`config.mk`:
```
export PLATFORM = sky130hd
export DESIGN_NAME = swbw_top
export DESIGN_NICKNAME = d
export VERILOG_FILES = /design/src/core/swbw_slot.v /design/src/core/swbw_sync.v /design/src/core/swbw_top.v
export VERILOG_INCLUDE_DIRS = /design/src /design/src/common
export SDC_FILE = /design/constraint.sdc
export NUM_CORES = 1
export LEC_CHECK = 0
export BUFFER_PORTS_ARGS = -buffer_cell sky130_fd_sc_hd__buf_2
export CAP_MARGIN = 0
export CORE_MARGIN = 2
export CORE_UTILIZATION = 60
export CTS_BUF_LIST = sky130_fd_sc_hd__clkbuf_2
export DETAILED_ROUTE_END_ITERATION = 8
export PLACE_DENSITY = 0.8
export SLEW_MARGIN = 30
export SYNTH_ARGS = -nofsm -noshare
export SYNTH_HDL_FRONTEND = slang
export SYNTH_SLANG_ARGS = --single-unit
```
`constraint.sdc`:
```
create_clock -name sys_clk -period 4.8 [get_ports sys_clk]
set_input_delay 0.48 -clock sys_clk [delete_from_list [all_inputs] [get_ports sys_clk]]
set_output_delay 0.48 -clock sys_clk [all_outputs]
set_load 0.05 [all_outputs]
```
`src/common/swbw_map.vh`:
```
// Purpose: Constants for the single-wire bit and byte write engine.
// Assumes: sys_clk at 50 MHz; included by bare name.
// Notes:   Times are in ns; cycle counts derive from them.
`ifndef SWBW_MAP_VH
`define SWBW_MAP_VH

// ----------------------------------------------------------------
// Clock and timing
// ----------------------------------------------------------------
`define SWBW_CLK_NS 20
// Read sample point after slot start, per speed
`define SWBW_SAMPLE_STD_NS 15000
`define SWBW_SAMPLE_OD_NS 2000
`define SWBW_SAMPLE_STD_CYC ((`SWBW_SAMPLE_STD_NS + `SWBW_CLK_NS - 1) / `SWBW_CLK_NS)
`define SWBW_SAMPLE_OD_CYC ((`SWBW_SAMPLE_OD_NS + `SWBW_CLK_NS - 1) / `SWBW_CLK_NS)
// Longest delay from parameter acknowledge edge to line activity
`define SWBW_START_LAT_NS 1090
`define SWBW_START_LAT_CYC (`SWBW_START_LAT_NS / `SWBW_CLK_NS)

// ----------------------------------------------------------------
// Commands and parameter fields
// ----------------------------------------------------------------
`define SWBW_CMD_SINGLE_BIT 8'h87
`define SWBW_CMD_WRITE_BYTE 8'hA5
`define SWBW_PARAM_V_BIT 7
`define SWBW_BYTE_BITS 4'h8

// ----------------------------------------------------------------
// Line status byte returned on a serial read
// ----------------------------------------------------------------
`define SWBW_STAT_BUSY_BIT 0
`define SWBW_STAT_RESULT_BIT 5
`define SWBW_STAT_DIR_BIT 7
`define SWBW_STAT_RESET 8'h00

`endif

```
`src/core/swbw_slot.v`:
```
// Purpose: Generates one line time slot and samples the line in it.
// Assumes: Low times and recovery are given in sys_clk cycles, >= 1.
// Notes:   Slot period is write-zero low time plus recovery time.
`timescale 1ns/100ps
`include "swbw_map.vh"

module swbw_slot (
   input wire sys_clk,
   input wire reset,
   input wire start,
   input wire bitVal,
   input wire speedSelect,
   input wire [11:0] writeZeroLow,
   input wire [11:0] writeOneLow,
   input wire [11:0] recovery,
   input wire lineLevel,
   output reg lineLow_r,
   output reg sampled_r,
   output reg sampleStrobe_r,
   output reg done_r
);

   reg busy_r;
   reg [13:0] count_r;
   reg [13:0] lowLen_r;
   reg [13:0] slotLen_r;
   reg [13:0] sampleAt_r;

   // Sample points as wide constants, cut to the counter width on use
   localparam [31:0] SAMPLE_OD_W = `SWBW_SAMPLE_OD_CYC;
   localparam [31:0] SAMPLE_STD_W = `SWBW_SAMPLE_STD_CYC;

   // ----------------------------------------------------------------
   // Slot sequencer; settings latched at start so a mid-slot change
   // cannot stretch or cut the waveform
   // ----------------------------------------------------------------
   always @(posedge sys_clk or posedge reset) begin
      if (reset) begin
         busy_r <= 1'b0;
         count_r <= 14'h0000;
         lowLen_r <= 14'h0000;
         slotLen_r <= 14'h0000;
         sampleAt_r <= 14'h0000;
         lineLow_r <= 1'b0;
         sampled_r <= 1'b0;
         sampleStrobe_r <= 1'b0;
         done_r <= 1'b0;
      end else begin
         sampleStrobe_r <= 1'b0;
         done_r <= 1'b0;
         if (start && !busy_r) begin
            busy_r <= 1'b1;
            count_r <= 14'h0000;
            lineLow_r <= 1'b1;
            lowLen_r <= {2'b00, (bitVal ? writeOneLow : writeZeroLow)};
            slotLen_r <= {2'b00, writeZeroLow} + {2'b00, recovery};
            sampleAt_r <= speedSelect ? SAMPLE_OD_W[13:0] : SAMPLE_STD_W[13:0];
         end else if (busy_r) begin
            count_r <= count_r + 14'h0001;
            if (count_r == lowLen_r) begin
               lineLow_r <= 1'b0;
            end
            if (count_r == sampleAt_r) begin
               sampled_r <= lineLevel;
               sampleStrobe_r <= 1'b1;
            end
            if (count_r == slotLen_r) begin
               busy_r <= 1'b0;
               lineLow_r <= 1'b0;
               done_r <= 1'b1;
            end
         end
      end
   end

endmodule // swbw_slot

```
`src/core/swbw_sync.v`:
```
// Purpose: Two-stage synchroniser for one asynchronous level.
// Assumes: Input comes from a pin or another clock domain.
// Notes:   Only the second stage may be read by other logic.
`timescale 1ns/100ps

module swbw_sync (
   input wire sys_clk,
   input wire reset,
   input wire asyncIn,
   output reg syncOut_r
);

   reg meta_r;

   // ----------------------------------------------------------------
   // Double flop; stage one feeds stage two only
   // ----------------------------------------------------------------
   always @(posedge sys_clk or posedge reset) begin
      if (reset) begin
         meta_r <= 1'b1;
         syncOut_r <= 1'b1;
      end else begin
         meta_r <= asyncIn;
         syncOut_r <= meta_r;
      end
   end

endmodule // swbw_sync

```
`src/core/swbw_top.v`:
```
// Purpose: Serial-command front end running single-slot and byte-write
//          operations on a single-wire line.
// Assumes: SCL, SDA and the line level are asynchronous pins; config
//          inputs come from logic on sys_clk.
// Notes:   SDA and the line are open drain: the enable pulls them low.
`timescale 1ns/100ps
`include "swbw_map.vh"

// Function
// Command 87h plus one parameter byte yields exactly one time slot.
// Parameter bit 7 picks a write-zero slot when 0 and a write-one/read slot when 1.
// The line level at the read sample point is stored in the single-bit result flag.
// A line command code arriving while the line is busy is not acknowledged and ignored.
// The host waits for line activity to end before issuing another line command.
// A single-slot operation holds busy for one slot period and may update the direction flag.
// Line activity starts within 1.09 us of the parameter acknowledge clock rise.
// After a single-slot command the read pointer sits on the line status register.
// Both commands use the current speed, pullup selections and slot timing settings.
// Command A5h plus one parameter byte carries eight data bits for the line.
// The byte is sent as eight slots, each typed by its data bit.
// The slot for data bit 0 goes out first.
// No line activity begins before the whole parameter byte is in.
// Busy holds for eight slot periods, then clears; the pointer stays on status.
// Command and parameter travel in one serial write transaction.
module swbw_top #(
   parameter [6:0] DEV_ADDR = 7'h3C // Arbitrary bus address
) (
   input wire sys_clk,
   input wire reset,
   input wire sclIn,
   input wire sdaIn,
   output reg sdaOut_r,
   output reg sdaOe_r,
   input wire lineIn,
   output reg lineOut_r,
   output wire lineOe,
   input wire speedSelect,
   input wire activePullupSelect,
   input wire strongPullupSelect,
   input wire [11:0] writeZeroLowTime,
   input wire [11:0] writeOneLowTime,
   input wire [11:0] recoveryTime,
   input wire [1:0] weakPullupSetting,
   output reg activePullupEn_r,
   output reg strongPullupEn_r,
   output reg [1:0] weakPullupLevel_r,
   output reg lineBusyFlag_r,
   output reg singleBitResult_r,
   output reg branchDirection_r,
   output reg readPtrStatus_r
);

   // ----------------------------------------------------------------
   // Serial receiver states
   // ----------------------------------------------------------------
   localparam [2:0] I_IDLE = 3'h0;
   localparam [2:0] I_BITS = 3'h1;
   localparam [2:0] I_ACK = 3'h2;
   localparam [2:0] I_ACKH = 3'h3;
   localparam [2:0] I_TX = 3'h4;
   localparam [2:0] I_RACK = 3'h5;
   localparam [2:0] I_IGNORE = 3'h6;

   wire sclS;
   wire sdaS;
   wire lineS;
   reg sclPrev_r;
   reg sdaPrev_r;
   reg [2:0] iState_r;
   reg [7:0] shift_r;
   reg [3:0] bitCnt_r;
   reg [1:0] byteIdx_r;
   reg readMode_r;
   reg ackPend_r;
   reg [7:0] cmd_r;
   reg [7:0] txShift_r;
   reg launch_r;
   reg [7:0] param_r;

   // Line operation state
   reg isSingle_r;
   reg [7:0] data_r;
   reg [3:0] bitsLeft_r;
   reg slotStart_r;
   wire slotLow;
   wire slotSampled;
   wire slotStrobe;
   wire slotDone;

   wire sclRise = sclS & ~sclPrev_r;
   wire sclFall = ~sclS & sclPrev_r;
   wire startCond = sclS & sclPrev_r & sdaPrev_r & ~sdaS;
   wire stopCond = sclS & sclPrev_r & ~sdaPrev_r & sdaS;
   wire [7:0] rxByte = {shift_r[6:0], sdaS};
   wire cmdKnown = (rxByte == `SWBW_CMD_SINGLE_BIT) || (rxByte == `SWBW_CMD_WRITE_BYTE);

   // ----------------------------------------------------------------
   // Pin synchronisers
   // ----------------------------------------------------------------
   swbw_sync u_sclSync (
      .sys_clk(sys_clk),
      .reset(reset),
      .asyncIn(sclIn),
      .syncOut_r(sclS)
   );

   swbw_sync u_sdaSync (
      .sys_clk(sys_clk),
      .reset(reset),
      .asyncIn(sdaIn),
      .syncOut_r(sdaS)
   );

   swbw_sync u_lineSync (
      .sys_clk(sys_clk),
      .reset(reset),
      .asyncIn(lineIn),
      .syncOut_r(lineS)
   );

   // ----------------------------------------------------------------
   // Serial slave: address, command, parameter, status read
   // ----------------------------------------------------------------
   always @(posedge sys_clk or posedge reset) begin
      if (reset) begin
         sclPrev_r <= 1'b1;
         sdaPrev_r <= 1'b1;
         iState_r <= I_IDLE;
         shift_r <= 8'h00;
         bitCnt_r <= 4'h0;
         byteIdx_r <= 2'h0;
         readMode_r <= 1'b0;
         ackPend_r <= 1'b0;
         cmd_r <= 8'h00;
         txShift_r <= 8'h00;
         launch_r <= 1'b0;
         param_r <= 8'h00;
         sdaOe_r <= 1'b0;
         sdaOut_r <= 1'b0;
      end else begin
         sclPrev_r <= sclS;
         sdaPrev_r <= sdaS;
         launch_r <= 1'b0;
         sdaOut_r <= 1'b0;
         if (startCond) begin
            // Repeated start restarts address decode
            iState_r <= I_BITS;
            bitCnt_r <= 4'h0;
            byteIdx_r <= 2'h0;
            sdaOe_r <= 1'b0;
         end else if (stopCond) begin
            iState_r <= I_IDLE;
            sdaOe_r <= 1'b0;
         end else begin
            case (iState_r)
               I_BITS: begin
                  if (sclRise) begin
                     shift_r <= rxByte;
                     bitCnt_r <= bitCnt_r + 4'h1;
                     if (bitCnt_r == 4'h7) begin
                        iState_r <= I_ACK;
                        bitCnt_r <= 4'h0;
                        case (byteIdx_r)
                           2'h0: begin
                              ackPend_r <= (rxByte[7:1] == DEV_ADDR);
                              readMode_r <= rxByte[0];
                           end
                           2'h1: begin
                              cmd_r <= rxByte;
                              ackPend_r <= cmdKnown & ~lineBusyFlag_r;
                           end
                           2'h2: begin
                              param_r <= rxByte;
                              ackPend_r <= 1'b1;
                           end
                           default: begin
                              ackPend_r <= 1'b0;
                           end
                        endcase
                     end
                  end
               end
               I_ACK: begin
                  if (sclFall) begin
                     sdaOe_r <= ackPend_r;
                     iState_r <= I_ACKH;
                  end
               end
               I_ACKH: begin
                  // Launch on the acknowledge clock rise of the full parameter
                  if (sclRise && ackPend_r && (byteIdx_r == 2'h2)) begin
                     launch_r <= 1'b1;
                  end
                  if (sclFall) begin
                     if (!ackPend_r) begin
                        sdaOe_r <= 1'b0;
                        iState_r <= I_IGNORE;
                     end else if (readMode_r) begin
                        txShift_r <= {branchDirection_r, 1'b0, singleBitResult_r, 4'h0,
                                      lineBusyFlag_r};
                        sdaOe_r <= ~branchDirection_r;
                        bitCnt_r <= 4'h0;
                        iState_r <= I_TX;
                     end else begin
                        sdaOe_r <= 1'b0;
                        byteIdx_r <= (byteIdx_r == 2'h3) ? 2'h3 : byteIdx_r + 2'h1;
                        iState_r <= I_BITS;
                     end
                  end
               end
               I_TX: begin
                  if (sclFall) begin
                     bitCnt_r <= bitCnt_r + 4'h1;
                     txShift_r <= {txShift_r[6:0], 1'b0};
                     if (bitCnt_r == 4'h7) begin
                        sdaOe_r <= 1'b0;
                        iState_r <= I_RACK;
                     end else begin
                        sdaOe_r <= ~txShift_r[6];
                     end
                  end
               end
               I_RACK: begin
                  // Host acknowledge keeps the status stream going
                  if (sclRise) begin
                     ackPend_r <= ~sdaS;
                  end
                  if (sclFall) begin
                     if (ackPend_r) begin
                        txShift_r <= {branchDirection_r, 1'b0, singleBitResult_r, 4'h0,
                                      lineBusyFlag_r};
                        sdaOe_r <= ~branchDirection_r;
                        bitCnt_r <= 4'h0;
                        iState_r <= I_TX;
                     end else begin
                        iState_r <= I_IGNORE;
                     end
                  end
               end
               I_IDLE: begin
                  sdaOe_r <= 1'b0;
               end
               I_IGNORE: begin
                  sdaOe_r <= 1'b0;
               end
               default: begin
                  sdaOe_r <= 1'b0;
                  iState_r <= I_IDLE;
               end
            endcase
         end
      end
   end

   // ----------------------------------------------------------------
   // Operation sequencer: one slot or eight, LSB first
   // ----------------------------------------------------------------
   always @(posedge sys_clk or posedge reset) begin
      if (reset) begin
         isSingle_r <= 1'b0;
         data_r <= 8'h00;
         bitsLeft_r <= 4'h0;
         slotStart_r <= 1'b0;
         lineBusyFlag_r <= 1'b0;
         singleBitResult_r <= 1'b0;
         branchDirection_r <= 1'b0;
         readPtrStatus_r <= 1'b0;
         strongPullupEn_r <= 1'b0;
      end else begin
         slotStart_r <= 1'b0;
         if (launch_r && !lineBusyFlag_r) begin
            lineBusyFlag_r <= 1'b1;
            readPtrStatus_r <= 1'b1;
            strongPullupEn_r <= 1'b0;
            slotStart_r <= 1'b1;
            if (cmd_r == `SWBW_CMD_SINGLE_BIT) begin
               isSingle_r <= 1'b1;
               data_r <= {7'h00, param_r[`SWBW_PARAM_V_BIT]};
               bitsLeft_r <= 4'h1;
            end else begin
               isSingle_r <= 1'b0;
               data_r <= param_r;
               bitsLeft_r <= `SWBW_BYTE_BITS;
            end
         end else if (slotDone) begin
            data_r <= {1'b0, data_r[7:1]};
            bitsLeft_r <= bitsLeft_r - 4'h1;
            if (bitsLeft_r == 4'h1) begin
               lineBusyFlag_r <= 1'b0;
               strongPullupEn_r <= strongPullupSelect;
            end else begin
               slotStart_r <= 1'b1;
            end
         end
         if (slotStrobe && isSingle_r) begin
            singleBitResult_r <= slotSampled;
            branchDirection_r <= slotSampled;
         end
      end
   end

   // ----------------------------------------------------------------
   // Slot engine; timing taken live from configuration inputs
   // ----------------------------------------------------------------
   swbw_slot u_slot (
      .sys_clk(sys_clk),
      .reset(reset),
      .start(slotStart_r),
      .bitVal(data_r[0]),
      .speedSelect(speedSelect),
      .writeZeroLow(writeZeroLowTime),
      .writeOneLow(writeOneLowTime),
      .recovery(recoveryTime),
      .lineLevel(lineS),
      .lineLow_r(slotLow),
      .sampled_r(slotSampled),
      .sampleStrobe_r(slotStrobe),
      .done_r(slotDone)
   );

   // Slot low drive is itself a flip-flop output
   assign lineOe = slotLow;

   // ----------------------------------------------------------------
   // Pullup controls; active pullup follows the line release one cycle late, so it is also on for the first cycle of each low pulse
   // ----------------------------------------------------------------
   always @(posedge sys_clk or posedge reset) begin
      if (reset) begin
         activePullupEn_r <= 1'b0;
         weakPullupLevel_r <= 2'b00;
         lineOut_r <= 1'b0;
      end else begin
         activePullupEn_r <= activePullupSelect & lineBusyFlag_r & ~slotLow;
         weakPullupLevel_r <= weakPullupSetting;
         lineOut_r <= 1'b0;
      end
   end

endmodule // swbw_top

```
Word-level counts from Yosys, hierarchy flattened
Cells that the tools add are included.
- flip-flop bits (word level): 131
- input bits: 46
- logic and storage cells: 235
- add/subtract/negate cells: 5
- eq/ne operators: 46
- mux-type cells: 91
- bitwise operators: 21
- reductions and logical operators: 34
- operators with widths (cell ; number):
    $mux 4 ; 13
    $mux 7 ; 6
    $mux 1 ; 40
    $mux 3 ; 11
    $ne 4x4->1 const B ; 8
    $reduce_and 6->1 ; 5
    $eq 14x14->1 ; 2
    $mux 14 ; 2
    $eq 8x8->1 const B ; 3
    $mux 8 ; 3
    $ne 3x3->1 const B ; 8
    $pmux 7 s3 ; 1
    $ne 2x2->1 const B ; 10
    $pmux 3 s6 ; 1
    $reduce_and 9->1 ; 2
    $mux 2 ; 8
    $pmux 4 s4 ; 1
    $add 14x1->14 const B ; 1
    $eq 14x12->1 ; 1
    $reduce_bool 2->1 ; 7
    $add 12x12->13 ; 1
    $mux 12 ; 1
    $not 1->1 ; 11
    $and 1x1->1 ; 10
    30 further kinds ; 41

Longest topological paths before layout
Gate-level depths: netlist of the first run.
- depth after elaboration: 8
- gate-level depth with buffers: 7
- gate-level depth less buffers: 7

Cells and area by module
From an unflattened synthesis of the first run, not the netlist that was laid out.
- cell total of the unflattened synthesis: 635
- area total of the unflattened synthesis: 6264.8 um^2
- modules (own cells, without submodules) (module ; times used ; cells each ; area an instance (um^2) ; seq. area each (um^2)):
    swbw_top ; 1 ; 323 ; 3234.4 ; 1654.1
    swbw_slot ; 1 ; 303 ; 2861.5 ; 1151.1
    swbw_sync ; 3 ; 3 ; 56.3 ; 52.6

Worst setup path before layout of the first run
Ideal clock, no wire load.
- path kind: in2reg
- start: input port writeZeroLowTime[0]
- end: register u_slot.slotLen_r[12]
- arrival: 2.035 ns
- setup slack: 2.639 ns
- stages: 7
- path buffers: 0
- cells stage by stage: ha_1 > fa_1 > a21oi_1 > o21ai_0 > a21oi_1 > o21ai_0 > a221o_1
- word-level cells in the longest chain between the ends: 1
- RTL lines (item ; RTL line ; source):
    from (decl) ; swbw_top.v:40 ; input wire [11:0] writeZeroLowTime,
    $add 12x12->13 ; swbw_slot.v:56 ; slotLen_r <= {2'b00, writeZeroLow} + {2'b00, recovery};
    to (signal assigned) ; swbw_slot.v:56 ;
    to (decl) ; swbw_slot.v:26 ; reg [13:0] slotLen_r;
Every way passes these cells.
A chain may end at the register's enable or synchronous reset.

Worst setup path in the final report of the first run
- start: register iState_r[2]
- end: register bitCnt_r[0]
- word-level cells in the longest chain between the ends: 4
- elaborated cells between the ends (all ways): 16
- classes of those cells: eq/ne: 11; mux: 3; reduce/logical: 2
- RTL lines (item ; RTL line ; source):
    from (decl) ; swbw_top.v:69 ; reg [2:0] iState_r;
    from (signal assigned) ; swbw_top.v:128 ; iState_r <= I_IDLE;
    from (signal assigned) ; swbw_top.v:147 ; iState_r <= I_BITS;
    from (signal assigned) ; swbw_top.v:152 ; iState_r <= I_IDLE;
    $eq 3x3->1, or another cell as far along ; swbw_top.v:155 ; case (iState_r)
    $pmux 4 s4 ; swbw_top.v:155 ;
    $mux 4 ; swbw_top.v:151 ; end else if (stopCond) begin
    $mux 4 ; swbw_top.v:145 ; if (startCond) begin
    to (signal assigned) ; swbw_top.v:159 ; bitCnt_r <= bitCnt_r + 4'h1;
    to (signal assigned) ; swbw_top.v:213 ; bitCnt_r <= bitCnt_r + 4'h1;
    to (decl) ; swbw_top.v:71 ; reg [3:0] bitCnt_r;
Several ways; a longest one is shown, not always the timed one. The select of a mux whose other input is x is not followed.

==> results of run 1 <==
-- cells by family after synthesis --
group | share of synthesized area
DFF | 0.468
adders and majority gates | 0.0368
muxes | 0.110
other | 0.000593
and+or+nand+nor | 0.171
buffers and inverters | 0.0362
AOI/OAI and AO/OA | 0.121
xor gates and xnor gates | 0.0554
-- registers in the layout, summed over array words and instances (netlist names), 3 cells and up --
| signal | count |
|---|---|
| bitCnt_r | 4 |
| u_slot.count_r | 14 |
| txShift_r | 7 |
| u_slot.slotLen_r | 13 |
| data_r | 8 |
| bitsLeft_r | 4 |
| iState_r | 3 |
| shift_r | 7 |
| u_slot.lowLen_r | 12 |
| cmd_r | 8 |
| param_r | 8 |
-- power groups by stage --
stage	registers, uW	logic (uW)	clock network, uW
floorplan	1090	254	0
global placement	1110	301	0
detailed placement	1120	315	0
CTS	1100	323	733
global route	1110	359	787
finish	1100	322	722
-- path summary, 6_finish.rpt --
| kind | startpoint | to | slack (ns) | cells after the start |
|---|---|---|---|---|
| max in group asynchronous | reset | u_sdaSync.syncOut_r | 3.37 | 4 |
| min in group asynchronous | reset | iState_r[0] | 0.49 | 3 |
| hold / removal | strongPullupSelect | strongPullupEn_r | 0.07 | 3 |
| setup reg to reg | iState_r[2] | bitCnt_r[0] | 2.38 | 5 |
| setup / recovery | iState_r[2] | bitCnt_r[0] | 2.38 | 5 |
| hold reg to reg | u_sdaSync.meta_r | u_sdaSync.syncOut_r | 0.37 | 0 |
-- what timing repair did --
| item | 4_1_cts | 5_1_grt |
|---|---|---|
| hold endpoints to repair | 87 | 0 |
| hold buffers | 8 | 0 |
| buffers inserted | 0 | 0 |
-- synthesized netlist by cell type (8+ instances only) --
cell type	instances
dfrtp_1	110
nand2_1	70
o21ai_0	38
mux2i_1	34
nor2_1	31
mux2_2	27
a21oi_1	24
xnor2_1	23
clkbuf_1	22
inv_1	20
ha_1	17
xor2_1	17
nand3_1	16
nand2b_1	12
nand4_1	10
dfstp_2	8
nor2b_1	8
nor3_1	8
nor4_1	8
-- metal layers --
layer | wire [um] | vias to the layer above | GRT usage
met4 | 215 | 0 | 0.0853
met2 | 6260 | 151 | 0.398
met1 | 6150 | 2350 | 0.348
met5 | 0 | - | 0
met3 | 658 | 20 | 0.0626
li1 | - | 2283 | -
-- metrics by stage --
step                power [uW]  utilization  hold slack [ns]  worst slack, ns  cell area, sq um
global route              2260        0.681          0.00500             2.27              7000
floorplan                 1340            -            0.345             1.20              6330
global placement          1410        0.646            0.346             2.41              6640
CTS                       2150        0.681           0.0303             2.43              7000
detailed placement        1430        0.646            0.349             2.32              6640
finish                    2140        0.681           0.0709             2.38              7000
-- worst register-to-register path, cell delays in order, from the launching register on --
cell and delay [ns]:
dfrtp_1 0.66, and2b_2 0.39, nand3_2 0.13, a222oi_1 0.61
nor2_1 0.19, mux2_1 0.35
-- layout make-up --
class,count,area [sq um],area share
timing repair buffer,64,363,0.0519
sequential,118,2960,0.423
multi-input combinational,444,3150,0.450
tap,136,170,0.0243
clock inverter,14,184,0.0263
clock buffer,18,90.1,0.0129
inverter,20,80.1,0.0114
==> run_results.csv, run 1 <==
group,metric,value,unit
critical_path,slowest_stage,"dfrtp_1",
detailed_routing,first_pass_iters,5,
global_route,grt_overflow,0,
clock_tree,cts_tree,"done",
power,clkPwrFrac,0.337,
logic_synthesis,ys_async_sr_fraction,1.00,
timing,slew_viol_final,0,
power,p_sw,622,uW
place,place_congestion,0.920,
critical_path,worst_setup_path_end_kind,"flop",
job,maxCapViolCount,0,
critical_path,cpLargestDelayFamily,"simple AND/OR/NAND/NOR gates",
timing,skew,0.0247,ns
place,hpwl,9440,um
global_route,grt_max_degree,87,
finish,fillers,799,
finish,syn2layout_area_growth,10.6,%
detailed_routing,drcViolationCount,0,
power,internal-power,1520,uW
logic_synthesis,synth_edf_count,0,
critical_path,critPathMaxStageDelay,0.66,ns
place,io_buffers,55,
power,combPwrFrac,0.150,
power,powerDensity,306,nW/um^2
power,p_seq_frac,0.513,
worst_hold_path,hp-class,"in2reg",
clock_tree,path_clk_slew,0.19,ns
clock_tree,insertion_delay,0.65,ns
finish,final_cells,814,
finish,drive_gt1_frac,0.202,
floorplanning,fp.coreArea,10300,sq um
logic_synthesis,synth_top_cell_area_share,0.435,
floorplanning,ioPinCount,58,
floorplanning,chipHeight,107,um
timing,worst_pin_slew,0.756,ns
detailed_routing,drt_iter0_drc,283,
clock_tree,cts-root-buf,"clkbuf_2",
timing,setup-violations-final,0,
floorplanning,chipWidth,107,um
global_route,grt_usage,0.254,
global_route,antenna_found_initial,0,
detailed_routing,wire_per_inst,16.3,um
logic_synthesis,synthTopCellsByArea,"dfrtp_1 (44%), mux2i_1 (5.4%), mux2_2 (4.8%)",
critical_path,critPathArrivalTime,2.99,ns
timing,rsz0062_at_grt,"no",
logic_synthesis,yosysWarningCount,0,
finish,layout_commonest_cell,"dfrtp_1",
detailed_routing,drt-total-wl,13300,um
critical_path,crit_type,"reg2reg",
timing,fmax,414,MHz
detailed_routing,drtAntennaViolNets,0,
critical_path,worst_setup_path_start_kind,"flop",
detailed_routing,viasPerCell,5.90,
power,ir_worst_vdd,0.192,mV
clock_tree,htree_levels,4,
power,p_leak,0.00318,uW
finish,final_cell_mix,"dfrtp_1 (110), nand2_1 (70), buf_2 (55)",
floorplanning,rows,37,
timing,timing.final.crit_period,2.42,ns
critical_path,worstPathRequired,5.37,ns
timing,relSlewSlack,0.496,
clock_tree,cts_sinks,118,
finish,nNetsFinal,729,
logic_synthesis,synth_cell_types,72,
floorplanning,die_area,11400,sq um
power,swShare,0.290,
timing,tns,0,ns
clock_tree,numCtsBuffers,17,
finish,antennaDiodeCount,0,
logic_synthesis,synth_top_area_cell,"dfrtp_1",
run_status,status,"complete, no violations",
place,dp_cells,774,
critical_path,path_buf_inv,0,
logic_synthesis,ys.flop_type,"dfrtp_1",
logic_synthesis,ys_seq_area_frac,0.468,
global_route,first_global_vias,4818,
logic_synthesis,synth-seq-cells,118,
logic_synthesis,synth_cells,617,
timing,hold_viol_final,0,
clock_tree,clock_path_buffers,2,
global_route,grt_pass1_wl,22800,um
logic_synthesis,synth_area_per_cell,10.3,sq um
floorplanning,start_util,0.616,
clock_tree,cts_resized,0,
logic_synthesis,syn_area,6330,sq um
critical_path,path_cells,"and2b_2 -> nand3_2 -> a222oi_1 -> nor2_1 -> mux2_1",
critical_path,crit_path_max_fanout,22,
timing,period_share,0.504,
detailed_routing,vias,4804,
(Power assumes the default switching activity.)
==> inputs of run 2 (changes only) <==
- clock period: 4.8 -> 2.36 ns (I/O delays scaled with it)
==> run 2 against run 1 <==
Cell area increased by 5.3%. Global-route usage increased by 1.8 points. Utilization increased by 3.6 points. Largest cell class unchanged. Worst setup slack got worse by 2.1 ns. Clock skew increased by 0.011 ns. Register-to-register slack got worse by 2.1 ns.
==> run_results.csv, run 2 (synthesis gave the netlist of run 1 again) <==
group,metric,value,unit
detailed_routing,first_pass_iters,6,
detailed_routing,drt_iter0_drc,326,
global_route,grt_pass1_wl,24200,um
critical_path,cpLargestDelayFamily,"simple AND/OR/NAND/NOR gates",
clock_tree,numCtsBuffers,17,
place,io_buffers,55,
detailed_routing,drtAntennaViolNets,0,
power,finalPower,4280,uW
global_route,grt_overflow,0,
clock_tree,clock_path_buffers,2,
critical_path,critPathMaxStageDelay,0.54,ns
critical_path,critical_path.endpoint,"iState_r[0]",
timing,rsz0062_at_grt,"no",
place,pre_cts_ws,0.264,ns
finish,largest_reg_flops,14,
power,combPwrFrac,0.178,
global_route,antenna_found_initial,0,
timing,setup-violations-final,0,
clock_tree,htree_levels,4,
floorplanning,fp.coreArea,10300,sq um
critical_path,startpoint,"bitCnt_r[0]",
job,maxCapViolCount,0,
detailed_routing,drcViolationCount,0,
timing,skew,0.0355,ns
clock_tree,cts_sinks,118,
finish,design_area,7370,sq um
place,hpwl,9830,um
timing,period_share,0.889,
power,powerDensity,581,nW/um^2
critical_path,r2r_end,"iState_r[0]",
timing,relSlewSlack,0.484,
detailed_routing,wire_per_inst,16.8,um
timing,worst_pin_slew,0.775,ns
timing,fmax,477,MHz
critical_path,worst_setup_path_start_kind,"flop",
critical_path,critPathArrivalTime,2.64,ns
finish,layout_commonest_cell,"dfrtp_1",
floorplanning,start_util,0.616,
detailed_routing,viasPerCell,5.92,
clock_tree,cts_resized,0,
finish,top_register,"u_slot.count_r",
clock_tree,cts_tree,"done",
detailed_routing,vias,5064,
floorplanning,ioPinCount,58,
critical_path,slowest_stage,"or4_1",
timing,finalWorstSetupSlack,0.262,ns
floorplanning,die_area,11400,sq um
power,p_sw,1250,uW
clock_tree,insertion_delay,0.67,ns
power,clkPwrFrac,0.304,
timing,hold_viol_final,0,
critical_path,path_cells,"ha_1 -> nand3b_1 -> or4_1 -> and4_1 -> a311oi_1 -> a21oi_1",
global_route,first_global_vias,5112,
power,p_seq_frac,0.518,
finish,final_cell_mix,"dfrtp_1 (110), nand2_1 (70), buf_2 (55)",
timing,slew_viol_final,0,
global_route,grt_max_degree,45,
critical_path,cp.depth,6,
finish,top_regs,"u_slot.count_r x14, u_slot.slotLen_r x13, u_slot.lowLen_r x12",
clock_tree,path_clk_slew,0.17,ns
critical_path,worstPathRequired,2.90,ns
critical_path,reg2reg_depth,6,
clock_tree,cts-root-buf,"clkbuf_2",
critical_path,crit_type,"reg2reg",
critical_path,crit_path_max_fanout,6,
critical_path,path_buf_inv,0,
power,ir_worst_vdd,0.423,mV
place,place_congestion,0.887,
run_status,status,"complete, no violations",
critical_path,r2r_setup_slack,0.26,ns
global_route,grt_usage,0.271,
finish,nNetsFinal,773,
timing,finalHoldWorstSlack,0.0728,ns
floorplanning,chipWidth,107,um
critical_path,worst_setup_path_end_kind,"flop",
critical_path,reg2reg_from,"bitCnt_r[0]",
finish,syn2layout_area_growth,16.5,%
floorplanning,rows,37,
power,swShare,0.293,
timing,tns,0,ns
place,placed_area,6770,sq um
floorplanning,chipHeight,107,um
power,p_leak,0.00336,uW
finish,antennaDiodeCount,0,
detailed_routing,drt-total-wl,14400,um
finish,drive_gt1_frac,0.209,
timing,timing.final.crit_period,2.10,ns
worst_hold_path,hp-class,"in2reg",
power,internal-power,3020,uW
## run 2: cell count changes in the layout (fill, tap and decap cells not counted), sizes merged
cell,change
dlygate4sd3,+29
buf,+15
bufinv,-1
clkbuf,-1
clkinv,-1
clkinvlp,+1
inv,-1
## run 2: what timing repair did
| action | CTS | global route |
|---|---|---|
| buffers inserted | 0 | 0 |
| hold endpoints to repair | 46 | 0 |
| hold buffers | 37 | 0 |
## run 2: power by group through the flow
stage / registers [uW] / clock network [uW] / logic [uW]
4_1_cts: 2210 / 1320 / 753
5_1_grt: 2230 / 1400 / 833
2_1_floorplan: 2220 / 0 / 518
6_report: 2210 / 1300 / 762
3_3_place_gp: 2240 / 0 / 673
3_5_place_dp: 2250 / 0 / 702
## run 2: metrics by stage
step,instances,util
floorplan,618,-
global placement,789,0.659
detailed placement,789,0.659
CTS,855,0.717
global route,855,0.717
finish,855,0.717
## run 2: worst min path at each step
| stage | end | cells past startpoint | slack [ns] | start |
|---|---|---|---|---|
| after floorplan | u_lineSync.meta_r | 0 | 0.24 | lineIn |
| after global placement | weakPullupLevel_r[1] | 2 | 0.34 | reset |
| after detailed placement | u_sclSync.meta_r | 1 | 0.35 | sclIn |
| after CTS | u_slot.slotLen_r[2] | 4 | 0.02 | recoveryTime[2] |
| after global routing | u_slot.slotLen_r[11] | 4 | 0.06 | recoveryTime[11] |
| final | u_slot.slotLen_r[2] | 4 | 0.07 | recoveryTime[2] |
## run 2: layer usage
layer	global-route usage	routed length [um]	vias up
met1	0.351	6160	2494
li1	-	-	2370
met2	0.449	7220	175
met5	0	0	-
met3	0.0547	750	25
met4	0.113	267	0
## run 2: layout make-up
cell class | count | area (sq um)
clock inverter | 12 | 139
sequential | 118 | 2960
inverter | 20 | 78.8
tap | 136 | 170
timing repair buffer | 108 | 791
fill | 720 | 2910
multi-input combinational | 444 | 3140
clock buffer | 17 | 85.1
## run 2: worst min-delay path, delay by kind of cell
kind                       cells  cell delay, ns
buffers and inverters          1            0.08
xor gates and xnor gates       1            0.15
AOI/OAI and AO/OA              1            0.07
adders and majority gates      1            0.19
==> inputs of run 3 (changes only) <==
- BUFFER_PORTS_ARGS: -buffer_cell sky130_fd_sc_hd__buf_2 -> unset
- DONT_BUFFER_PORTS: unset -> 1
- PLACE_DENSITY: 0.8 -> 0.76
==> run 3 against run 2 <==
Flip-flop and latch count stayed put. Critical path depth is 2 higher. Worst hold slack worse by 0.011 ns. First-iteration DRC count is 17% lower. Clock-buffer cell count is 1 higher. Utilization is 2.5 points lower. Cell area is 3.5% lower. Total power is 1.6% lower. Critical path type is now in2reg.
==> run_results.csv, run 3 (synthesis gave the netlist of run 1 again) <==
group,metric,value,unit
global_route,grt_max_degree,65,
timing,hold_viol_final,0,
finish,largest_reg_flops,14,
critical_path,worst_setup_path_start_kind,"input port",
critical_path,path_buf_inv,1,
timing,slew_viol_final,0,
timing,worst_pin_slew,0.790,ns
detailed_routing,viasPerCell,5.93,
timing,skew,0.0237,ns
critical_path,path_cells,"dlygate4sd3_1 -> ha_1 -> fa_1 -> a21oi_1 -> o21ai_0 -> a21oi_1 -> o21ai_0 -> a221o_1",
floorplanning,fp.coreArea,10300,sq um
timing,period_share,0.913,
critical_path,crit_type,"in2reg",
place,io_buffers,0,
global_route,antenna_found_initial,0,
timing,relSlewSlack,0.473,
finish,top_regs,"u_slot.count_r x14, u_slot.slotLen_r x13, u_slot.lowLen_r x12",
clock_tree,insertion_delay,0.65,ns
clock_tree,cts-root-buf,"clkbuf_2",
critical_path,worstPathRequired,2.89,ns
clock_tree,path_clk_slew,0.16,ns
floorplanning,ioPinCount,58,
detailed_routing,first_pass_iters,7,
finish,antennaDiodeCount,0,
critical_path,critPathMaxStageDelay,0.57,ns
worst_hold_path,hp-class,"in2reg",
timing,setup-violations-final,0,
clock_tree,cts_tree,"done",
global_route,first_global_vias,4852,
detailed_routing,wire_per_inst,17.5,um
place,place_congestion,0.943,
finish,drive_gt1_frac,0.143,
finish,nNetsFinal,720,
finish,design_area,7110,sq um
power,p_leak,0.00314,uW
critical_path,cpLargestDelayFamily,"compound AO/OA/AOI/OAI gates",
clock_tree,numCtsBuffers,17,
detailed_routing,drtAntennaViolNets,0,
floorplanning,chipHeight,107,um
global_route,grt_usage,0.262,
clock_tree,cts_sinks,118,
global_route,grt_pass1_wl,23300,um
finish,final_cell_mix,"dfrtp_1 (110), nand2_1 (70), dlygate4sd3_1 (41)",
detailed_routing,drt-total-wl,14100,um
finish,syn2layout_area_growth,12.3,%
detailed_routing,drcViolationCount,0,
finish,top_register,"u_slot.count_r",
finish,layout_commonest_cell,"dfrtp_1",
critical_path,crit_path_max_fanout,4,
floorplanning,die_area,11400,sq um
timing,finalWorstSetupSlack,0.206,ns
detailed_routing,vias,4776,
floorplanning,chipWidth,107,um
job,maxCapViolCount,0,
global_route,grt_overflow,0,
power,ir_worst_vdd,0.434,mV
place,hpwl,9660,um
critical_path,r2r_setup_slack,0.26,ns
place,pre_cts_ws,0.250,ns
place,placed_area,6470,sq um
critical_path,slowest_stage,"dlygate4sd3_1",
floorplanning,start_util,0.616,
timing,rsz0062_at_grt,"no",
power,powerDensity,592,nW/um^2
clock_tree,clock_path_buffers,2,
clock_tree,htree_levels,4,
detailed_routing,drt_iter0_drc,271,
timing,timing.final.crit_period,2.15,ns
critical_path,critPathArrivalTime,2.69,ns
timing,tns,0,ns
clock_tree,cts_resized,0,
critical_path,worst_setup_path_end_kind,"flop",
floorplanning,rows,37,
timing,fmax,464,MHz
run_status,status,"complete, no violations",
## run 3: layout make-up
| class | count | area (sq um) |
|---|---|---|
| Fill cell | 784 | 3170 |
| Multi-Input combinational cell | 444 | 3140 |
| Sequential cell | 118 | 2960 |
| Timing Repair Buffer | 55 | 528 |
| Tap cell | 136 | 170 |
| Clock inverter | 14 | 135 |
| Clock buffer | 18 | 90.1 |
| Inverter | 20 | 78.8 |
## run 3: final timing paths
path                                          start                    to  depth (start not counted)
min in group asynchronous                     reset          txShift_r[3]                          2
worst max-delay path            writeZeroLowTime[0]  u_slot.slotLen_r[12]                          8
max in group asynchronous                     reset             sdaPrev_r                          3
worst max register to register  u_sclSync.syncOut_r           bitCnt_r[0]                          6
worst min register to register     u_sclSync.meta_r   u_sclSync.syncOut_r                          0
worst min-delay path                recoveryTime[6]   u_slot.slotLen_r[6]                          3
## run 3: layer usage
layer	share of wire	GRT usage
met1	0.45	0.352
met2	0.49	0.431
met3	0.044	0.0535
met4	0.014	0.0761
met5	0	0
## run 3: report_power, final
group	leakage [uW]	total, uW	switching, uW	internal (uW)
Combinational	0.00153	714	381	333
Clock	0.000133	1270	789	477
Sequential	0.00148	2230	122	2110
## run 3: worst reg2reg max path: cells and delay by family, from the launching register on
family / cells / cell delay (ns)
DFF: 1 / 0.65
muxes: 1 / 0.35
buffers and inverters: 1 / 0.18
AOI/OAI and AO/OA: 2 / 0.37
and+or+nand+nor: 2 / 0.46
## run 3: metrics by stage
step,cells,total power (uW),util,hold slack [ns]
6_report,805,4210,0.692,0.0614
3_3_place_gp,732,2870,0.630,0.217
3_5_place_dp,732,2900,0.630,0.224
5_1_grt,805,4410,0.692,0.0337
2_1_floorplan,618,2730,-,0.240
4_1_cts,805,4220,0.692,0.00156
## run 3: what timing repair did
item | in CTS | in global routing
hold buffers | 41 | 0
endpoints found under the hold margin | 120 | 0
endpoints found under the setup margin | 0 | 0
setup buffers | 0 | 0
